$ cat config.mk
export PLATFORM = sky130hd
export DESIGN_NAME = adlf_top
export DESIGN_NICKNAME = d
export VERILOG_FILES = /design/src/inc/adlf_pkg.sv /design/src/logic/adlf_top.sv
export SDC_FILE = /design/constraint.sdc
export NUM_CORES = 1
export LEC_CHECK = 0
export BUFFER_PORTS_ARGS = -buffer_cell sky130_fd_sc_hd__buf_2
export CAP_MARGIN = 20
export CORE_MARGIN = 8
export CORE_UTILIZATION = 48
export DETAILED_ROUTE_END_ITERATION = 7
export GPL_ROUTABILITY_DRIVEN = 0
export PLACE_DENSITY_LB_ADDON = 0.2
export SLEW_MARGIN = 10
export SYNTH_ARGS = -nofsm -noshare
export SYNTH_HDL_FRONTEND = slang
export SYNTH_SLANG_ARGS = --single-unit
$ cat constraint.sdc
create_clock -name mclk_i -period 13.98 [get_ports mclk_i]
set_input_delay 1.398 -clock mclk_i [delete_from_list [all_inputs] [get_ports mclk_i]]
set_output_delay 1.398 -clock mclk_i [all_outputs]
set_load 0.005 [all_outputs]
$ cat src/inc/adlf_pkg.sv
// adlf_pkg: constants, register map and carriers for the alarm delay and loop-fault block
package adlf_pkg;
	localparam int          ADLF_CLK_HZ       = 100000000;
	localparam int          ADLF_TICK_S       = 1;
	localparam int          ADLF_TICK_CYC     = ADLF_CLK_HZ * ADLF_TICK_S;
	localparam int          ADLF_NCH          = 4;
	localparam logic [9:0]  ADLF_DLY_MAX      = 10'h3e7;
	localparam logic [13:0] ADLF_LF_TIME_MAX  = 14'h270f;
	localparam logic [3:0]  ADLF_TYPE_NONE    = 4'h0;
	localparam logic [3:0]  ADLF_TYPE_LOOP    = 4'hc;
	localparam logic [3:0]  ADLF_TYPE_RATE    = 4'hd;
	// level and band in tenths (temperature) or hundredths (analog)
	localparam logic [15:0] ADLF_LVL_TEMP_RST = 16'h0050;
	localparam logic [15:0] ADLF_LVL_ANA_RST  = 16'h03e8;
	localparam logic [15:0] ADLF_BND_TEMP_RST = 16'h001e;
	localparam logic [15:0] ADLF_BND_ANA_RST  = 16'h0014;
	localparam logic [15:0] ADLF_LVL_TEMP_MIN = 16'h0001;
	localparam logic [15:0] ADLF_LVL_TEMP_MAX = 16'h270f;
	localparam logic [15:0] ADLF_LVL_ANA_MAX  = 16'h270f;
	// register byte offsets
	localparam logic [7:0]  ADLF_OFS_CTRL     = 8'h00;
	localparam logic [7:0]  ADLF_OFS_TYPE     = 8'h04;
	localparam logic [7:0]  ADLF_OFS_LATCH    = 8'h08;
	localparam logic [7:0]  ADLF_OFS_LFTIME   = 8'h0c;
	localparam logic [7:0]  ADLF_OFS_LFLVL    = 8'h10;
	localparam logic [7:0]  ADLF_OFS_LFBND    = 8'h14;
	localparam logic [7:0]  ADLF_OFS_STATUS   = 8'h18;
	localparam logic [7:0]  ADLF_OFS_ONDLY    = 8'h20;
	localparam logic [7:0]  ADLF_OFS_OFFDLY   = 8'h30;
	// control register fields and bus response codes
	localparam int          ADLF_CTRL_ANALOG  = 0;
	localparam int          ADLF_CTRL_REINIT  = 1;
	localparam int          ADLF_CTRL_ASSIGN  = 4;
	localparam logic [1:0]  ADLF_RESP_OKAY    = 2'b00;
	localparam logic [1:0]  ADLF_RESP_SLVERR  = 2'b10;

	typedef struct packed {
		logic        ramp;
		logic        tuning;
		logic        manual;
		logic        stopped;
		logic        heat_cool;
		logic        at_done;
		logic [13:0] at_time;
	} adlf_loop_state_type;

	typedef struct packed {
		logic [15:0] set_point;
		logic [15:0] process_value;
	} adlf_process_type;
endpackage : adlf_pkg

$ cat src/logic/adlf_top.sv
// adlf_top: alarm on/off delay filters and loop-fault monitor with an axi4-lite slave
//
// Implementation choices: the AXI4-Lite register port and the register addresses.
`timescale 1ns/10ps
module adlf_top
	import adlf_pkg::*;
#(
	parameter int TICK_CYC = ADLF_TICK_CYC
)(
	input  wire logic                 mclk_i,
	input  wire logic                 rst_i,
	input  wire logic [3:0]           raw_alarm_i,
	input  wire logic                 setting_level_i,
	input  wire logic                 adc_error_i,
	input  wire adlf_loop_state_type  loop_state_i,
	input  wire adlf_process_type     process_i,
	output logic [3:0]                alarm_out_o,
	output logic                      aux_output_indicator_one_o,
	output logic                      aux_output_indicator_two_o,
	output logic                      aux_output_indicator_three_o,
	output logic                      aux_output_indicator_four_o,
	output logic                      loop_fault_alarm_o,
	input  wire logic [7:0]           s_axi_awaddr,
	input  wire logic                 s_axi_awvalid,
	output logic                      s_axi_awready,
	input  wire logic [31:0]          s_axi_wdata,
	input  wire logic [3:0]           s_axi_wstrb,
	input  wire logic                 s_axi_wvalid,
	output logic                      s_axi_wready,
	output logic [1:0]                s_axi_bresp,
	output logic                      s_axi_bvalid,
	input  wire logic                 s_axi_bready,
	input  wire logic [7:0]           s_axi_araddr,
	input  wire logic                 s_axi_arvalid,
	output logic                      s_axi_arready,
	output logic [31:0]               s_axi_rdata,
	output logic [1:0]                s_axi_rresp,
	output logic                      s_axi_rvalid,
	input  wire logic                 s_axi_rready
);
	logic [9:0]  on_dly_q   [ADLF_NCH];
	logic [9:0]  off_dly_q  [ADLF_NCH];
	logic [3:0]  type_q     [ADLF_NCH];
	logic [3:0]  assign_q;
	logic        analog_q;
	logic        reinit_q;
	logic        latch_q;
	logic [13:0] lf_time_q;
	logic [15:0] lf_lvl_q;
	logic [15:0] lf_bnd_q;
	logic [3:0]  raw_s1_q;
	logic [3:0]  raw_s2_q;
	logic [2:0]  lvl_s1_q;
	logic [2:0]  lvl_s2_q;
	logic        set_lvl_s;
	logic        adc_err_s;
	logic        lvl_prev_q;
	logic        restart;
	logic        force_off;
	logic [26:0] tick_cnt_q;
	logic        tick;
	logic [3:0]  alarm_q;
	logic        lf_q;
	logic        lf_hold_q;
	logic [13:0] lf_cnt_q;
	logic signed [16:0] dev_ref_q;
	logic signed [16:0] dev;
	logic        lf_run;
	logic        outside;
	logic        aw_got_q;
	logic        w_got_q;
	logic [7:0]  aw_addr_q;
	logic [31:0] w_data_q;
	logic [3:0]  w_strb_q;
	logic        wr_fire;
	logic [31:0] rd_word;
	logic        rd_ok;

	// second stage only feeds logic; first stage feeds nothing else
	always_ff @(posedge mclk_i)
	begin
		raw_s1_q <= raw_alarm_i;
		raw_s2_q <= raw_s1_q;
		lvl_s1_q <= {setting_level_i, adc_error_i, 1'b0};
		lvl_s2_q <= lvl_s1_q;
	end
	assign set_lvl_s = lvl_s2_q[2];
	assign adc_err_s = lvl_s2_q[1];
	assign force_off = set_lvl_s | adc_err_s;

	always_ff @(posedge mclk_i)
	begin
		if (rst_i)
			lvl_prev_q <= 1'b1;
		else
			lvl_prev_q <= set_lvl_s;
	end
	// leaving setting level, a software reinit or reset all restart the timers
	assign restart = (lvl_prev_q & ~set_lvl_s) | reinit_q;

	// one-second tick
	always_ff @(posedge mclk_i)
	begin
		if (rst_i || restart || tick)
			tick_cnt_q <= '0;
		else
			tick_cnt_q <= tick_cnt_q + 27'h1;
	end
	assign tick = (tick_cnt_q == 27'(TICK_CYC - 1));

	// per-channel delay filters
	genvar g;
	generate
		for (g = 0; g < ADLF_NCH; g++)
		begin : g_ch
			logic [9:0] cnt_q;
			logic       use_dly;
			logic [9:0] dly;
			logic       want;
			assign want = raw_s2_q[g];
			assign use_dly = assign_q[g] && (type_q[g] != ADLF_TYPE_NONE) && (type_q[g] != ADLF_TYPE_LOOP)
				&& (type_q[g] != ADLF_TYPE_RATE);
			assign dly = !use_dly ? 10'h0 : (alarm_q[g] ? off_dly_q[g] : on_dly_q[g]);
			always_ff @(posedge mclk_i)
			begin
				if (rst_i || force_off)
				begin
					alarm_q[g] <= 1'b0;
					cnt_q      <= '0;
				end
				else if (restart)
				begin
					alarm_q[g] <= 1'b0;
					cnt_q      <= '0;
				end
				else if (want == alarm_q[g])
					cnt_q <= '0;
				else if (dly == 10'h0)
				begin
					alarm_q[g] <= want;
					cnt_q      <= '0;
				end
				else if (tick)
				begin
					// strictly longer than the delay: change on the tick after it expires
					if (cnt_q >= dly)
					begin
						alarm_q[g] <= want;
						cnt_q      <= '0;
					end
					else
						cnt_q <= cnt_q + 10'h1;
				end
			end
		end
	endgenerate

	// loop-fault monitor
	assign dev     = 17'(signed'({1'b0, process_i.set_point})) - 17'(signed'({1'b0, process_i.process_value}));
	assign outside = dev > signed'({1'b0, lf_lvl_q});
	assign lf_run  = (lf_time_q != 14'h0) && (type_q[0] == ADLF_TYPE_LOOP) && assign_q[0]
		&& !loop_state_i.ramp && !loop_state_i.tuning && !loop_state_i.manual && !loop_state_i.stopped;

	always_ff @(posedge mclk_i)
	begin
		if (rst_i || restart || force_off || !lf_run || !outside)
		begin
			lf_q      <= 1'b0;
			lf_cnt_q  <= '0;
			dev_ref_q <= dev;
		end
		else if (dev_ref_q - dev >= signed'({1'b0, lf_bnd_q}))
		begin
			lf_q      <= 1'b0;
			lf_cnt_q  <= '0;
			dev_ref_q <= dev;
		end
		else if (tick)
		begin
			if (lf_cnt_q + 14'h1 >= lf_time_q)
			begin
				lf_q      <= 1'b1;
				lf_cnt_q  <= '0;
				dev_ref_q <= dev;
			end
			else
				lf_cnt_q <= lf_cnt_q + 14'h1;
		end
	end

	always_ff @(posedge mclk_i)
	begin
		if (rst_i || restart || force_off || !latch_q)
			lf_hold_q <= 1'b0;
		else if (lf_q)
			lf_hold_q <= 1'b1;
	end

	// outputs, one source for pins, indicators and status word
	always_ff @(posedge mclk_i)
	begin
		if (rst_i)
			alarm_out_o <= '0;
		else if (force_off)
			alarm_out_o <= '0;
		else
			alarm_out_o <= {alarm_q[3:1], (type_q[0] == ADLF_TYPE_LOOP) ? (lf_q | lf_hold_q) : alarm_q[0]};
	end
	assign aux_output_indicator_one_o   = alarm_out_o[0];
	assign aux_output_indicator_two_o   = alarm_out_o[1];
	assign aux_output_indicator_three_o = alarm_out_o[2];
	assign aux_output_indicator_four_o  = alarm_out_o[3];
	assign loop_fault_alarm_o           = alarm_out_o[0] & (type_q[0] == ADLF_TYPE_LOOP);

	// axi4-lite write side: address and data taken in either order
	assign s_axi_awready = !aw_got_q && !s_axi_bvalid;
	assign s_axi_wready  = !w_got_q && !s_axi_bvalid;
	assign wr_fire       = aw_got_q && w_got_q && !s_axi_bvalid;

	always_ff @(posedge mclk_i)
	begin
		if (rst_i)
		begin
			aw_got_q     <= 1'b0;
			w_got_q      <= 1'b0;
			aw_addr_q    <= '0;
			w_data_q     <= '0;
			w_strb_q     <= '0;
			s_axi_bvalid <= 1'b0;
			s_axi_bresp  <= ADLF_RESP_OKAY;
		end
		else
		begin
			if (s_axi_awvalid && s_axi_awready)
			begin
				aw_got_q  <= 1'b1;
				aw_addr_q <= s_axi_awaddr;
			end
			if (s_axi_wvalid && s_axi_wready)
			begin
				w_got_q  <= 1'b1;
				w_data_q <= s_axi_wdata;
				w_strb_q <= s_axi_wstrb;
			end
			if (wr_fire)
			begin
				aw_got_q     <= 1'b0;
				w_got_q      <= 1'b0;
				s_axi_bvalid <= 1'b1;
				s_axi_bresp  <= (aw_addr_q[7:2] <= ADLF_OFS_OFFDLY[7:2] + 6'h3) && (aw_addr_q[7:2] != 6'h7)
					&& (aw_addr_q[7:2] != 6'h6) ? ADLF_RESP_OKAY : ADLF_RESP_SLVERR;
			end
			else if (s_axi_bready)
				s_axi_bvalid <= 1'b0;
		end
	end

	// registers; full-word writes only take effect when all low lanes are enabled
	always_ff @(posedge mclk_i)
	begin
		if (rst_i)
		begin
			for (int i = 0; i < ADLF_NCH; i++)
			begin
				on_dly_q[i]  <= '0;
				off_dly_q[i] <= '0;
				type_q[i]    <= ADLF_TYPE_NONE;
			end
			assign_q  <= '0;
			analog_q  <= 1'b0;
			reinit_q  <= 1'b0;
			latch_q   <= 1'b0;
			lf_time_q <= '0;
			lf_lvl_q  <= ADLF_LVL_TEMP_RST;
			lf_bnd_q  <= ADLF_BND_TEMP_RST;
		end
		else
		begin
			reinit_q <= 1'b0;
			if (loop_state_i.at_done && !loop_state_i.heat_cool)
				lf_time_q <= (loop_state_i.at_time > ADLF_LF_TIME_MAX) ? ADLF_LF_TIME_MAX : loop_state_i.at_time;
			if (wr_fire && (w_strb_q[1:0] == 2'b11))
			begin
				case (aw_addr_q)
					ADLF_OFS_CTRL:
					begin
						if (w_data_q[ADLF_CTRL_ANALOG] != analog_q)
						begin
							lf_lvl_q <= w_data_q[ADLF_CTRL_ANALOG] ? ADLF_LVL_ANA_RST : ADLF_LVL_TEMP_RST;
							lf_bnd_q <= w_data_q[ADLF_CTRL_ANALOG] ? ADLF_BND_ANA_RST : ADLF_BND_TEMP_RST;
						end
						analog_q <= w_data_q[ADLF_CTRL_ANALOG];
						reinit_q <= w_data_q[ADLF_CTRL_REINIT];
						assign_q <= w_data_q[ADLF_CTRL_ASSIGN +: 4];
					end
					ADLF_OFS_TYPE:
						for (int i = 0; i < ADLF_NCH; i++)
							type_q[i] <= w_data_q[4 * i +: 4];
					ADLF_OFS_LATCH:
						latch_q <= w_data_q[0];
					ADLF_OFS_LFTIME:
						if (w_data_q[13:0] <= ADLF_LF_TIME_MAX)
							lf_time_q <= w_data_q[13:0];
					ADLF_OFS_LFLVL:
						if (w_data_q[15:0] >= ADLF_LVL_TEMP_MIN && w_data_q[15:0] <= ADLF_LVL_TEMP_MAX)
							lf_lvl_q <= w_data_q[15:0];
					ADLF_OFS_LFBND:
						if (w_data_q[15:0] <= ADLF_LVL_ANA_MAX)
							lf_bnd_q <= w_data_q[15:0];
					default:
						for (int i = 0; i < ADLF_NCH; i++)
						begin
							if (aw_addr_q == ADLF_OFS_ONDLY + 8'(4 * i) && w_data_q[9:0] <= ADLF_DLY_MAX)
								on_dly_q[i] <= w_data_q[9:0];
							if (aw_addr_q == ADLF_OFS_OFFDLY + 8'(4 * i) && w_data_q[9:0] <= ADLF_DLY_MAX)
								off_dly_q[i] <= w_data_q[9:0];
						end
				endcase
			end
		end
	end

	// read decode
	always_comb
	begin
		rd_word = '0;
		rd_ok   = 1'b1;
		case (s_axi_araddr)
			ADLF_OFS_CTRL:   rd_word = {24'h0, assign_q, 3'h0, analog_q};
			ADLF_OFS_TYPE:   rd_word = {16'h0, type_q[3], type_q[2], type_q[1], type_q[0]};
			ADLF_OFS_LATCH:  rd_word = {31'h0, latch_q};
			ADLF_OFS_LFTIME: rd_word = {18'h0, lf_time_q};
			ADLF_OFS_LFLVL:  rd_word = {16'h0, lf_lvl_q};
			ADLF_OFS_LFBND:  rd_word = {16'h0, lf_bnd_q};
			ADLF_OFS_STATUS: rd_word = {26'h0, lf_q, force_off, alarm_out_o};
			default:
			begin
				rd_ok = 1'b0;
				for (int i = 0; i < ADLF_NCH; i++)
				begin
					if (s_axi_araddr == ADLF_OFS_ONDLY + 8'(4 * i))
					begin
						rd_word = {22'h0, on_dly_q[i]};
						rd_ok   = 1'b1;
					end
					if (s_axi_araddr == ADLF_OFS_OFFDLY + 8'(4 * i))
					begin
						rd_word = {22'h0, off_dly_q[i]};
						rd_ok   = 1'b1;
					end
				end
			end
		endcase
	end

	assign s_axi_arready = !s_axi_rvalid;

	always_ff @(posedge mclk_i)
	begin
		if (rst_i)
		begin
			s_axi_rvalid <= 1'b0;
			s_axi_rdata  <= '0;
			s_axi_rresp  <= ADLF_RESP_OKAY;
		end
		else if (s_axi_arvalid && s_axi_arready)
		begin
			s_axi_rvalid <= 1'b1;
			s_axi_rdata  <= rd_word;
			s_axi_rresp  <= rd_ok ? ADLF_RESP_OKAY : ADLF_RESP_SLVERR;
		end
		else if (s_axi_rready)
			s_axi_rvalid <= 1'b0;
	end
endmodule : adlf_top

# Word-level counts from Yosys, hierarchy flattened
# Memories as Yosys holds them, arrays and structs flattened.
# Index checks and enable logic that the tools add are counted.
# word_totals
ff_bits	240
ram_bits	96
in_bits	117
out_inout_bits	50
elab_cells	360
mem_count	3
# classes
addsub	8
order_cmp	13
n_eq_ne	48
n_mux	125
bitwise	24
n_reduce_logical	103
# memory_table
memory	words	width	rd	rd_clocked_by_memory_dff	wr	line	text
off_dly_q	4	10	4	0	4	adlf_top.sv:42	logic [9:0] off_dly_q [ADLF_NCH];
on_dly_q	4	10	4	0	4	adlf_top.sv:41	logic [9:0] on_dly_q [ADLF_NCH];
type_q	4	4	4	0	4	adlf_top.sv:43	logic [3:0] type_q [ADLF_NCH];
# op_table
operator	n
32-bit 2-to-1 mux	7
32-bit case mux with 7 select lines	1
10-bit 2-to-1 mux	22
8-bit by 6-bit equality test with 1-bit output (second input constant)	16
14-bit 2-to-1 mux	6
1-bit 2-to-1 mux	72
17-bit 2-to-1 mux	4
16-bit 2-to-1 mux	4
16-bit case mux with 2 select lines	2
10-bit by 1-bit adder with 10-bit output (second input constant)	4
8-bit by 5-bit equality test with 1-bit output (second input constant)	5
10-bit >= comparator	4
10-bit logical NOT	4
1-bit logical AND	38
8-bit by 4-bit equality test with 1-bit output (second input constant)	4
4-bit inequality test (second input constant)	8
27-bit by 1-bit adder with 27-bit output (second input constant)	1
27-bit equality test (second input constant)	1
2-bit nonzero test	12
4-bit 2-to-1 mux	5
17-bit >= comparator	1
17-bit greater-than comparator	1
16-bit by 16-bit subtractor with 17-bit output	1
17-bit subtractor	1
other kinds (33)	97

# Longest topological paths before layout
# Gate-level depths: netlist of the first run.
# An unclocked memory read counts as a cell.
# logic_depth
depth_word	13
mapped_depth	33
ltp_nobuf	32

# Least setup slack after synthesis of the first run
# OpenSTA, ideal clock, no wires.
# synth_timing
path_type	input to register
start	input port process_i[16] (netlist name)
end	register dev_ref_q[0] (enable)
setup_time_ns	0.370
t_arrival_ns	6.879
t_required_ns	13.610
slack_ns	6.731
stages	33
path_buffers	1
cell_sequence	inv_1 ha_1 inv_1 fa_1 a21oi_1 o21ai_1 nand2_1 nand2_1 a21o_1 a21oi_1 xnor2_1 inv_1 ha_1 nand2_1 a2111oi_4 a2111oi_1 o32ai_2 o21ai_0 o21ai_0 xor2_1 ha_1 nand3_1 a21boi_0 o21a_1 o21a_1 o21ai_0 nand2_1 a21oi_1 nor3_1 mux2_4 a211oi_4 buf_6 nand2_1
# synth_between
elab_chain_cells	6
word_cells_on_any_way	9
classes_between	2 x add/sub; 2 x order compare; 5 x reduce/logical
# synth_rtl
element	line	text
from (decl)	adlf_top.sv:16	input wire adlf_process_type process_i,
16-bit by 16-bit subtractor with 17-bit output *	adlf_top.sv:159	assign dev = 17'(signed'({1'b0, process_i.set_point})) - 17'(signed'({1'b0, process_i.process_value}));
via dev[8]	adlf_top.sv:67	logic signed [16:0] dev;
branches (longest 4 deep; another with 17-bit subtractor)	--	
2-bit AND reduction (no line) *	--	
to (signal assigned)	adlf_top.sv:170	dev_ref_q <= dev;
to (signal assigned)	adlf_top.sv:176	dev_ref_q <= dev;
to (signal assigned)	adlf_top.sv:184	dev_ref_q <= dev;
to (decl)	adlf_top.sv:66	logic signed [16:0] dev_ref_q;
# Mark *: on every way through the listed nets, which the timed path passes.
# A chain may end at the register's enable or synchronous reset.

# Worst setup path in the final report of the first run
# layout_timing
start	input port process_i[16] (netlist name)
end	register dev_ref_q[9] (enable)
# The elaborated chain is that of the path after synthesis.

==> results of run 1 <==
[per-stage QoR]
| stage | hold slack (ps) | cells | cell area (um^2) | setup slack, ps | utilization, % |
|---|---|---|---|---|---|
| floorplan | 309.6 | 1977 | 18080 | 6731 | - |
| global placement | 314.7 | 2498 | 18990 | 5052 | 50.91 |
| CTS | 325.8 | 2564 | 20100 | 5410 | 53.88 |
| detailed placement | 312.1 | 2499 | 19000 | 4968 | 50.92 |
| global route | 333.6 | 2565 | 20110 | 4728 | 53.90 |
| finish | 325.2 | 2565 | 20110 | 5333 | 53.90 |
[report_power, final]
part           switching (uW)  internal [uW]  leakage, uW  total, uW
registers                39.6            993      0.00284       1030
logic                     233            176      0.00434        409
clock network             373            526     0.000537        899
total                     645           1700      0.00771       2340
[layout make-up]
class                           instances  share of cell area, %
Clock inverter                         14                 0.6222
Timing Repair Buffer                  144                  3.758
Clock buffer                           51                  4.865
Sequential cell                       318                  37.28
Inverter                              106                  1.978
Multi-Input combinational cell       1458                  48.55
Tap cell                              474                  2.949
[layout by cell type (no fill, tap or decap), types with 61 or more instances in the layout]
cell      count
xor2_1       61
edfxtp_1    113
a21oi_1      80
nand2_1     189
nor2_1      186
ha_1        112
dfxtp_1     205
and2_1      105
buf_2       130
inv_1       106
[layer usage]
metal	up-vias	routed length (um)	global-route usage, %
met5	-	0	0
met4	0	1425	6.416
met3	89	4393	4.311
met2	604	22340	36.11
met1	7167	22600	31.04
li1	7210	-	-
[worst register-to-register path: cells and delay by family (launching register included)]
| family | cells | cell delay, ps |
|---|---|---|
| AO/OA/AOI/OAI | 13 | 3130 |
| XOR/XNOR | 1 | 220 |
| adder cells (fa/ha/maj) | 3 | 940 |
| buffers and inverters | 1 | 40 |
| flip-flops | 1 | 330 |
| multiplexers | 1 | 290 |
| AND/OR/NAND/NOR | 6 | 1280 |
[flip-flops by register name, summed over array words and instances (netlist names), 4 cells and up]
| name | count |
|---|---|
| aw_addr_q | 8 |
| type_q | 16 |
| g_ch.cnt_q | 40 |
| tick_cnt_q | 27 |
| lf_bnd_q | 16 |
| on_dly_q | 40 |
| lf_lvl_q | 16 |
| w_data_q | 16 |
| lf_cnt_q | 14 |
| off_dly_q | 40 |
| raw_s1_q | 4 |
| s_axi_rdata | 16 |
| lf_time_q | 14 |
| alarm_out_o | 4 |
| assign_q | 4 |
| alarm_q | 4 |
| dev_ref_q | 17 |
| raw_s2_q | 4 |
[cell families after synthesis]
group	synth area share [%]
AO/OA/AOI/OAI	15.60
XOR/XNOR	5.326
adder cells (fa/ha/maj)	8.055
buffers and inverters	4.701
flip-flops	41.61
multiplexers	3.333
other	0.02081
AND/OR/NAND/NOR	21.36
[worst min path at each step]
stage,slack (ps),cells after the start,start,end
global placement,310,0,raw_s1_q[0],raw_s2_q[0]
detailed placement,310,0,lvl_s1_q[2],lvl_s2_q[2]
finish,330,0,raw_s1_q[2],raw_s2_q[2]
CTS,330,0,lvl_s1_q[2],lvl_s2_q[2]
global route,330,0,raw_s1_q[1],raw_s2_q[1]
floorplan,310,0,lvl_s1_q[1],lvl_s2_q[1]
==> results by group, run 1 <==
Pwr
  – VDD IR-drop max: 116.0 uV
  – Pwr Density: 116.4 nW/um^2
  – Final Power: 2341 uW
  – Leak: 0.007712 uW

Global routing
  – GRT overflow: 0
  – Number of global-route vias before repair: 14530
  – First-pass GRT wire length: 80370 um
  – Largest net degree at the start of global routing: 84
  – Initial antenna violation count: 0
  – Total GRT Usage: 22.66%

Finish
  – Diodes inserted: 0
  – Area of the multi-input gates: 9763 um^2
  – FILL cells: 3412
  – Layout Nets: 2295
  – Layout area overhead: 11.61%
  – Reg area: 7497 um^2
  – Fraction of layout cells with a size suffix above 1: 12.39%

Critical path
  – Crit path buffers/inverters: 4
  – Depth of the most critical reg-to-reg path: 25
  – Crit-path max cell delay: 700 ps
  – Crit path arrival time: 8710 ps
  – CP Class: in -> reg
  – CP Max Fanout: 17
  – CP most frequent cell: nand2_1
  – Reg-to-reg endpoint: dev_ref_q[9]
  – Critical path origin: process_i[16]
  – Crit path capture: dev_ref_q[9]
  – Crit-path leading delay family: compound AO/OA/AOI/OAI gates
  – Startpoint types: input port
  – Crit. path cell count: 33
  – Data required time of the worst path: 14040 ps
  – Reg2Reg Launch Point: dev_ref_q[0]
  – Slowest CP cell: nand2_1
  – Setup crit end kind: flop
  – R2R setup slack: 7270 ps

CTS
  – CTS tree: yes
  – CTS root buffer: clkbuf_16
  – Clk_lat worst skew: 530 ps
  – # hold bufs at CTS: 0
  – CTS sink cnt: 318
  – Post-cts sizing count: 0
  – CTS H-tree depth: 2
  – Clk slew on worst S/H paths: 60 ps
  – Post-CTS setup buffers: 0
  – CTS buffer count: 36
  – Clock buffer depth: 3

Synth
  – Leading area contributor after synthesis: dfxtp_1
  – Seq/Total Area, Yosys: 41.61%
  – Top-count cell post-synth: dfxtp_1
  – Syn Inst Count: 1960
  – Synth top area share: 22.78%
  – Main flop type after synthesis: dfxtp_1
  – Most common library cells after synthesis: 205 x dfxtp_1, 189 x nand2_1, 186 x nor2_1, 113 x edfxtp_1, 112 x ha_1
  – Synth Warn #: 0
  – Synth unique cells: 83
  – Syn_area_per_cell: 9.193 um^2
  – Main area contributors after synthesis: dfxtp_1 23%, edfxtp_1 19%, ha_1 7.8%
  – Netlist Area Pre-Place: 18020 um^2
  – FFs w/ async S/R, synth: 0%
  – Yosys reg bits: 318
  – Post-synth EDFFs: 113

Drt
  – WL final: 50760 um
  – DRC: 0
  – DR vias: 15070
  – Via density: 5.875
  – Antenna viol nets, final: 0
  – DR WL/cell: 19.79 um
  – Initial DRC count: 1359
  – Number of detailed-route iterations in the first pass: 5

Floorplan
  – Die Wd: 209.8 um
  – Core Area: 37310 um^2
  – Row count: 71
  – DIE AREA: 44000 um^2
  – Die Ht: 209.8 um
  – Initial Util: 48.29%
  – Num ports: 167

STA
  – Final period util: 61.85%
  – Final Skew: 17.47 ps
  – Setup TNS: 0 ps
  – Final Max Tran Viols: 0
  – Worst-Margin Slew: 1126 ps
  – Unrepaired setup endpoints after global routing: no
  – Final worst path period need: 8647 ps
  – Fmax: 115.6 MHz
  – Worst slew margin: 24.77%
  – Final setup fails: 0
  – Final hold violations: 0

Worst hold path
  – Min-Delay Path Class: reg -> reg

Placed design
  – DP Wirelength: 37860 um
  – Port bufs: 130

Run status
  – Status: finished, final reports clean

Job
  – Max-cap violations: 0
(Power assumes the default switching activity.)
==> run 2: changes to the inputs <==
==> constraint.sdc (replaced) <==
create_clock -name mclk_i -period 7.1 [get_ports mclk_i]
set_input_delay 0.71 -clock mclk_i [delete_from_list [all_inputs] [get_ports mclk_i]]
set_output_delay 0.71 -clock mclk_i [all_outputs]
set_load 0.005 [all_outputs]
==> run 2 against run 1 <==
Against the previous run: register-to-register slack lost 5700 ps; worst hold slack worse by 43 ps; global-route usage up 0.087 points; routed wire length rose by 0.65%; clock power rose by 88%; largest power group unchanged; count of clock-buffer cells in the layout is 1 lower; largest cell class unchanged; die area is the same; clock skew grew 6.0 ps.
==> results by group, run 2 (synthesized netlist as in run 1, its figures left out) <==
STA
  – Final period util: 92.18%
  – Worst-Margin Slew: 1143 ps (was 1126 ps)
  – Final hold violations: 0 (unchanged)
  – Setup TNS: 0 ps (unchanged)
  – Final Max Tran Viols: 0 (unchanged)
  – Final worst path period need: 6545 ps
  – Worst slew margin: 23.36% (was 24.77%)
  – Final Skew: 23.49 ps (was 17.47 ps)
  – Unrepaired setup endpoints after global routing: no (unchanged)
  – Final setup fails: 0 (unchanged)
  – Fmax: 152.8 MHz

CTS
  – Clock buffer depth: 3 (unchanged)
  – CTS buffer count: 36 (unchanged)
  – Clk slew on worst S/H paths: 60 ps (about the same)
  – CTS sink cnt: 318 (unchanged)
  – CTS H-tree depth: 2 (unchanged)
  – # hold bufs at CTS: 0 (unchanged)
  – CTS tree: yes (unchanged)
  – CTS root buffer: clkbuf_16 (unchanged)
  – Clk_lat worst skew: 530 ps (about the same)

Critical path
  – CP Max Fanout: 17 (unchanged)
  – Crit path arrival time: 6800 ps (was 8710 ps)
  – CP Class: in -> reg (unchanged)
  – Reg2Reg Launch Point: dev_ref_q[1] (was dev_ref_q[0])
  – Crit path buffers/inverters: 7 (was 4)
  – Crit. path cell count: 33 (unchanged)
  – R2R setup slack: 1580 ps (was 7270 ps)
  – Depth of the most critical reg-to-reg path: 24 (was 25)
  – Slowest CP cell: a2111oi_0 (was nand2_1)
  – Crit-path max cell delay: 710 ps (was 700 ps)
  – Crit path capture: dev_ref_q[6] (was dev_ref_q[9])
  – Reg-to-reg endpoint: dev_ref_q[6] (was dev_ref_q[9])
  – Crit-path leading delay family: compound AO/OA/AOI/OAI gates (unchanged)
  – Setup crit end kind: flop (unchanged)
  – Startpoint types: input port (unchanged)
  – CP most frequent cell: inv_1 (was nand2_1)
  – Data required time of the worst path: 7350 ps (was 14040 ps)
  – Critical path origin: process_i[16] (unchanged)

Floorplan
  – Die Ht: 209.8 um (unchanged)
  – Die Wd: 209.8 um (unchanged)
  – DIE AREA: 44000 um^2 (unchanged)
  – Row count: 71 (unchanged)
  – Initial Util: 48.29% (unchanged)
  – Num ports: 167 (unchanged)
  – Core Area: 37310 um^2 (unchanged)

Pwr
  – Leak: 0.007701 uW (was 0.007712 uW)
  – Final Power: 4533 uW (was 2341 uW)
  – Logic pwr share: 17.9% (was 17.5%)
  – Switch share: 28.21% (was 27.55%)
  – Pint: 3255 uW (was 1696 uW)
  – Pwr Density: 225.8 nW/um^2 (was 116.4 nW/um^2)
  – Clock share of power: 37.2% (was 38.4%)
  – Sequential group share of total power: 44.9% (was 44.1%)
  – VDD IR-drop max: 218.3 uV (was 116.0 uV)
  – Psw: 1279 uW (was 645.1 uW)

Placed design
  – Port bufs: 130 (unchanged)
  – DP Wirelength: 38400 um (was 37860 um)

Global routing
  – First-pass GRT wire length: 80390 um (was 80370 um)
  – Initial antenna violation count: 0 (unchanged)
  – Largest net degree at the start of global routing: 69 (was 84)
  – Total GRT Usage: 22.74% (was 22.66%)
  – Number of global-route vias before repair: 14550 (was 14530)
  – GRT overflow: 0 (unchanged)

Finish
  – Diodes inserted: 0 (unchanged)
  – Layout area overhead: 11.42% (was 11.61%)
  – Commonest cells after routing, fill and taps aside: 205 x dfxtp_1, 189 x nand2_1, 186 x nor2_1, 130 x buf_2, 113 x edfxtp_1 (unchanged)
  – Largest regs: g_ch.cnt_q (40), off_dly_q (40), on_dly_q (40) (unchanged)
  – FILL cells: 3482 (was 3412)
  – Layout Nets: 2298 (was 2295)
  – Fraction of layout cells with a size suffix above 1: 12.51% (was 12.39%)
  – Post-layout util: 53.81% (was 53.90%)
  – Leading cell type in the layout, fill and taps excluded: dfxtp_1 (unchanged)

Drt
  – DR WL/cell: 19.90 um (was 19.79 um)
  – DRC: 0 (unchanged)
  – DR vias: 15020 (was 15070)
  – WL final: 51090 um (was 50760 um)
  – Initial DRC count: 1255 (was 1359)
  – Number of detailed-route iterations in the first pass: 6 (was 5)
  – Via density: 5.850 (was 5.875)
  – Antenna viol nets, final: 0 (unchanged)

Job
  – Max-cap violations: 0 (unchanged)

Run status
  – Status: finished, final reports clean (unchanged)

Worst hold path
  – Min-Delay Path Class: in -> reg (was reg -> reg)
-- run 2: cell count changes in the layout (fill, tap and decap cells not counted), sizes merged --
cell / change
buf: +2
bufinv: -2
clkinv: +3
-- run 2: stage by stage --
| stage | instances | setup slack (ps) | hold slack (ps) | instance area (um^2) |
|---|---|---|---|---|
| final | 2568 | 555.4 | 282.1 | 20080 |
| after global routing | 2568 | 82.09 | 269.3 | 20080 |
| after CTS | 2566 | 519.5 | 260.3 | 20060 |
| after detailed placement | 2501 | 38.54 | 312.1 | 19010 |
| after global placement | 2500 | 177.3 | 311.5 | 19010 |
| after floorplan | 1977 | 539.2 | 309.6 | 18080 |
-- run 2: what timing repair did --
| action | in CTS | in global routing |
|---|---|---|
| endpoints found under the setup margin | 0 | 32 |
| buffers inserted | 0 | 0 |
| gates resized for setup | 0 | 2 |
-- run 2: routing by layer --
layer | GRT usage [%] | up-vias | routed length (um)
met1 | 31.00 | 7125 | 22750
li1 | - | 7205 | -
met2 | 36.12 | 600 | 22720
met5 | 0 | - | 0
met4 | 6.974 | 0 | 1427
met3 | 4.400 | 93 | 4195
-- run 2: area by class of cell --
class | count | area [um^2] | area share [%]
timing repair buffer | 147 | 775.7 | 3.864
inverter | 106 | 397.9 | 1.982
sequential | 318 | 7497 | 37.34
tap | 474 | 593.1 | 2.954
clock buffer | 50 | 963.4 | 4.799
clock inverter | 15 | 82.58 | 0.4113
multi-input combinational | 1458 | 9767 | 48.65
-- run 2: worst min-delay path by stage --
stage,from,to,slack (ps),cells after the start
after floorplan,lvl_s1_q[1],lvl_s2_q[1],310,0
after global placement,lvl_s1_q[1],lvl_s2_q[1],310,0
after detailed placement,raw_s1_q[1],raw_s2_q[1],310,0
after CTS,adc_error_i,lvl_s1_q[1],260,1
after global routing,raw_alarm_i[2],raw_s1_q[2],270,1
final,raw_alarm_i[0],raw_s1_q[0],280,1
-- run 2: worst register-to-register path: stages, from the launching register on --
cell,delay [ps]
edfxtp_1,410
ha_1,300
nor2b_1,190
o31a_1,180
o21a_1,140
nor2_1,70
a2111oi_0,710
o41a_1,270
a211oi_1,90
o221ai_1,310
nand3_1,140
xnor2_1,200
ha_1,270
nand3_1,150
a21boi_0,110
o21a_1,180
o21a_1,160
o21ai_0,150
nand2_1,100
a21oi_1,240
nor3_1,100
mux2_4,290
a211oi_4,220
nand2_1,70
buf_4,210
-- run 2: power by group through the flow --
stage / combinational (uW) / clock (uW) / sequential (uW)
after global placement: 772 / 0 / 2070
after detailed placement: 798 / 0 / 2070
after floorplan: 617 / 0 / 2030
final: 812 / 1690 / 2030
after CTS: 806 / 1720 / 2030
after global routing: 912 / 1790 / 2040
==> run 3: changes to the inputs <==
--- a/config.mk
+++ b/config.mk
@@ -7,8 +7,8 @@
 export LEC_CHECK = 0
 export BUFFER_PORTS_ARGS = -buffer_cell sky130_fd_sc_hd__buf_2
 export CAP_MARGIN = 20
-export CORE_MARGIN = 8
 export CORE_UTILIZATION = 48
+export CTS_BUF_LIST = sky130_fd_sc_hd__clkbuf_4
 export DETAILED_ROUTE_END_ITERATION = 7
 export GPL_ROUTABILITY_DRIVEN = 0
 export PLACE_DENSITY_LB_ADDON = 0.2
==> run 3 against run 2 <==
Against the previous run: sequential share of layout area shrank 0.17 points; non-clock buffer count grew 6; first-iteration DRC count shrank 4.2%; utilization grew 1.0 points; count of clock-buffer cells in the layout grew 81; clock skew grew 68 ps; register-to-register slack is essentially flat; cell area grew 0.45%; worst hold slack lost 220 ps; global-route usage grew 3.6 points; combinational power shrank 0.6%; total power shrank 1.8%.
==> results by group, run 3 (synthesized netlist as in run 1, its figures left out) <==
CTS
  – CTS tree: yes (unchanged)
  – CTS H-tree depth: 3 (was 2)
  – Post-cts sizing count: 0 (unchanged)
  – CTS sink cnt: 318 (unchanged)
  – Clk slew on worst S/H paths: 60 ps (about the same)
  – CTS root buffer: clkbuf_4 (was clkbuf_16)
  – CTS buffer count: 86 (was 36)
  – Clk_lat worst skew: 790 ps (was 530 ps)
  – Clock buffer depth: 3 (unchanged)

STA
  – Fmax: 155.2 MHz (was 152.8 MHz)
  – Final hold violations: 0 (unchanged)
  – Final Skew: 91.97 ps (was 23.49 ps)
  – Final worst path period need: 6444 ps (was 6545 ps)
  – Worst-Margin Slew: 1119 ps (was 1143 ps)
  – Final Max Tran Viols: 0 (unchanged)
  – Setup WS post-layout: 656.3 ps (was 555.4 ps)
  – Final period util: 90.76% (was 92.18%)
  – Worst slew margin: 25.26% (was 23.36%)
  – Setup TNS: 0 ps (unchanged)
  – Final setup fails: 0 (unchanged)
  – Unrepaired setup endpoints after global routing: no (unchanged)

Pwr
  – Final Power: 4452 uW (was 4533 uW)
  – Clock share of power: 36.1% (was 37.2%)
  – Leak: 0.007870 uW (was 0.007701 uW)
  – Pwr Density: 220.7 nW/um^2 (was 225.8 nW/um^2)
  – Pint: 3142 uW (was 3255 uW)
  – Sequential group share of total power: 45.7% (was 44.9%)
  – Logic pwr share: 18.1% (was 17.9%)
  – Switch share: 29.41% (was 28.21%)
  – VDD IR-drop max: 122.6 uV (was 218.3 uV)
  – Psw: 1309 uW (was 1279 uW)

Drt
  – DR vias: 15370 (was 15020)
  – WL final: 50200 um (was 51090 um)
  – DR WL/cell: 18.90 um (was 19.90 um)
  – Via density: 5.786 (was 5.850)
  – Number of detailed-route iterations in the first pass: 6 (unchanged)
  – Antenna viol nets, final: 0 (unchanged)
  – DRC: 0 (unchanged)
  – Initial DRC count: 1202 (was 1255)

Finish
  – Layout Nets: 2354 (was 2298)
  – Leading cell type in the layout, fill and taps excluded: dfxtp_1 (unchanged)
  – Commonest cells after routing, fill and taps aside: 205 x dfxtp_1, 189 x nand2_1, 186 x nor2_1, 131 x clkbuf_4, 129 x buf_2 (was 205 x dfxtp_1, 189 x nand2_1, 186 x nor2_1, 130 x buf_2, 113 x edfxtp_1)
  – Layout area overhead: 11.92% (was 11.42%)
  – Largest regs: g_ch.cnt_q (40), off_dly_q (40), on_dly_q (40) (unchanged)
  – Fraction of layout cells with a size suffix above 1: 16.34% (was 12.51%)
  – Post-layout util: 54.82% (was 53.81%)
  – Non-filler cells, final: 2656 (was 2568)

Global routing
  – First-pass GRT wire length: 78810 um (was 80390 um)
  – Largest net degree at the start of global routing: 82 (was 69)
  – Routing usage on met3: 8.338% (was 4.400%)
  – GRT busiest layer: met2 (unchanged)
  – Met1 Use GR: 36.14% (was 31.00%)
  – Number of global-route vias before repair: 14580 (was 14550)
  – Met2 Track Usage GR: 38.93% (was 36.12%)
  – Total GRT Usage: 26.36% (was 22.74%)
  – Initial antenna violation count: 3 (was 0)
  – GRT overflow: 0 (unchanged)

Placed design
  – DP Wirelength: 36990 um (was 38400 um)
  – Placed Instances: 2499 (was 2501)
  – Post-Place Worst Slack: 47.25 ps (was 38.54 ps)
  – Port bufs: 130 (unchanged)

Floorplan
  – Die Wd: 195.8 um (was 209.8 um)
  – Core Area: 36790 um^2 (was 37310 um^2)
  – Row count: 70 (was 71)
  – Die Ht: 195.8 um (was 209.8 um)
  – DIE AREA: 38320 um^2 (was 44000 um^2)
  – Num ports: 167 (unchanged)
  – Initial Util: 48.98% (was 48.29%)

Critical path
  – Data required time of the worst path: 7730 ps (was 7350 ps)
  – Setup crit end kind: flop (unchanged)
  – Slowest CP cell: a2111oi_4 (was a2111oi_0)
  – Crit path arrival time: 7070 ps (was 6800 ps)
  – Crit path buffers/inverters: 5 (was 7)
  – Crit-path leading delay family: compound AO/OA/AOI/OAI gates (unchanged)
  – Crit-path max cell delay: 410 ps (was 710 ps)
  – CP most frequent cell: nand2_1 (was inv_1)
  – Startpoint types: input port (unchanged)
  – CP Max Fanout: 15 (was 17)
  – CP Class: in -> reg (unchanged)

Worst hold path
  – Min-Delay Path Class: in -> reg (unchanged)

Run status
  – Status: finished, final reports clean (unchanged)

Job
  – Max-cap violations: 0 (unchanged)
-- run 3: worst reg2reg max path, delay by kind of cell (launching register included) --
family,cells,cell delay (ps)
xor gates and xnor gates,1,150
buffers and inverters,2,390
muxes,1,290
AOI/OAI and AO/OA,13,2760
adders and majority gates,2,590
and+or+nand+nor,6,780
DFF,1,410
-- run 3: area by class of cell --
type / count / area, um^2
Sequential cell: 318 / 7497
Multi-Input combinational cell: 1458 / 9763
Clock inverter: 19 / 81.33
Clock buffer: 131 / 983.4
Antenna cell: 3 / 7.507
Tap cell: 468 / 585.6
Fill cell: 3440 / 16620
Timing Repair Buffer: 153 / 850.8
Inverter: 106 / 397.9
-- run 3: path summary, 6_finish.rpt --
| kind | depth (start not counted) | slack, ps | to | startpoint |
|---|---|---|---|---|
| setup / recovery | 34 | 660 | lf_cnt_q[2] | process_i[16] |
| hold / removal | 1 | 60 | lvl_s1_q[1] | adc_error_i |
| setup reg to reg | 25 | 1590 | lf_cnt_q[2] | dev_ref_q[1] |
| hold reg to reg | 0 | 310 | raw_s2_q[2] | raw_s1_q[2] |
-- run 3: power groups by stage --
stage | Sequential [uW] | Clock (uW) | Combinational (uW)
after global placement | 2070 | 0 | 775
after detailed placement | 2070 | 0 | 796
after global routing | 2040 | 1740 | 909
after floorplan | 2030 | 0 | 617
after CTS | 2030 | 1650 | 803
final | 2040 | 1610 | 807
-- run 3: timing repair --
| action | in CTS | in global routing |
|---|---|---|
| endpoints found under the hold margin | 2 | 0 |
| hold buffers | 2 | 0 |
| setup buffers | 0 | 0 |
-- run 3: routing by layer --
metal  wire, um  share of wire [%]
met5         23              0.046
met2      21030                 42
met3       5282                 11
met4       1436                2.9
met1      22430                 45
-- run 3: metrics by stage --
step                area [um^2]  hold slack, ps
floorplan                 18080           309.6
global placement          19040           312.9
detailed placement        19060           312.1
CTS                       20140           1.280
global route              20170          -5.862
finish                    20170           60.44
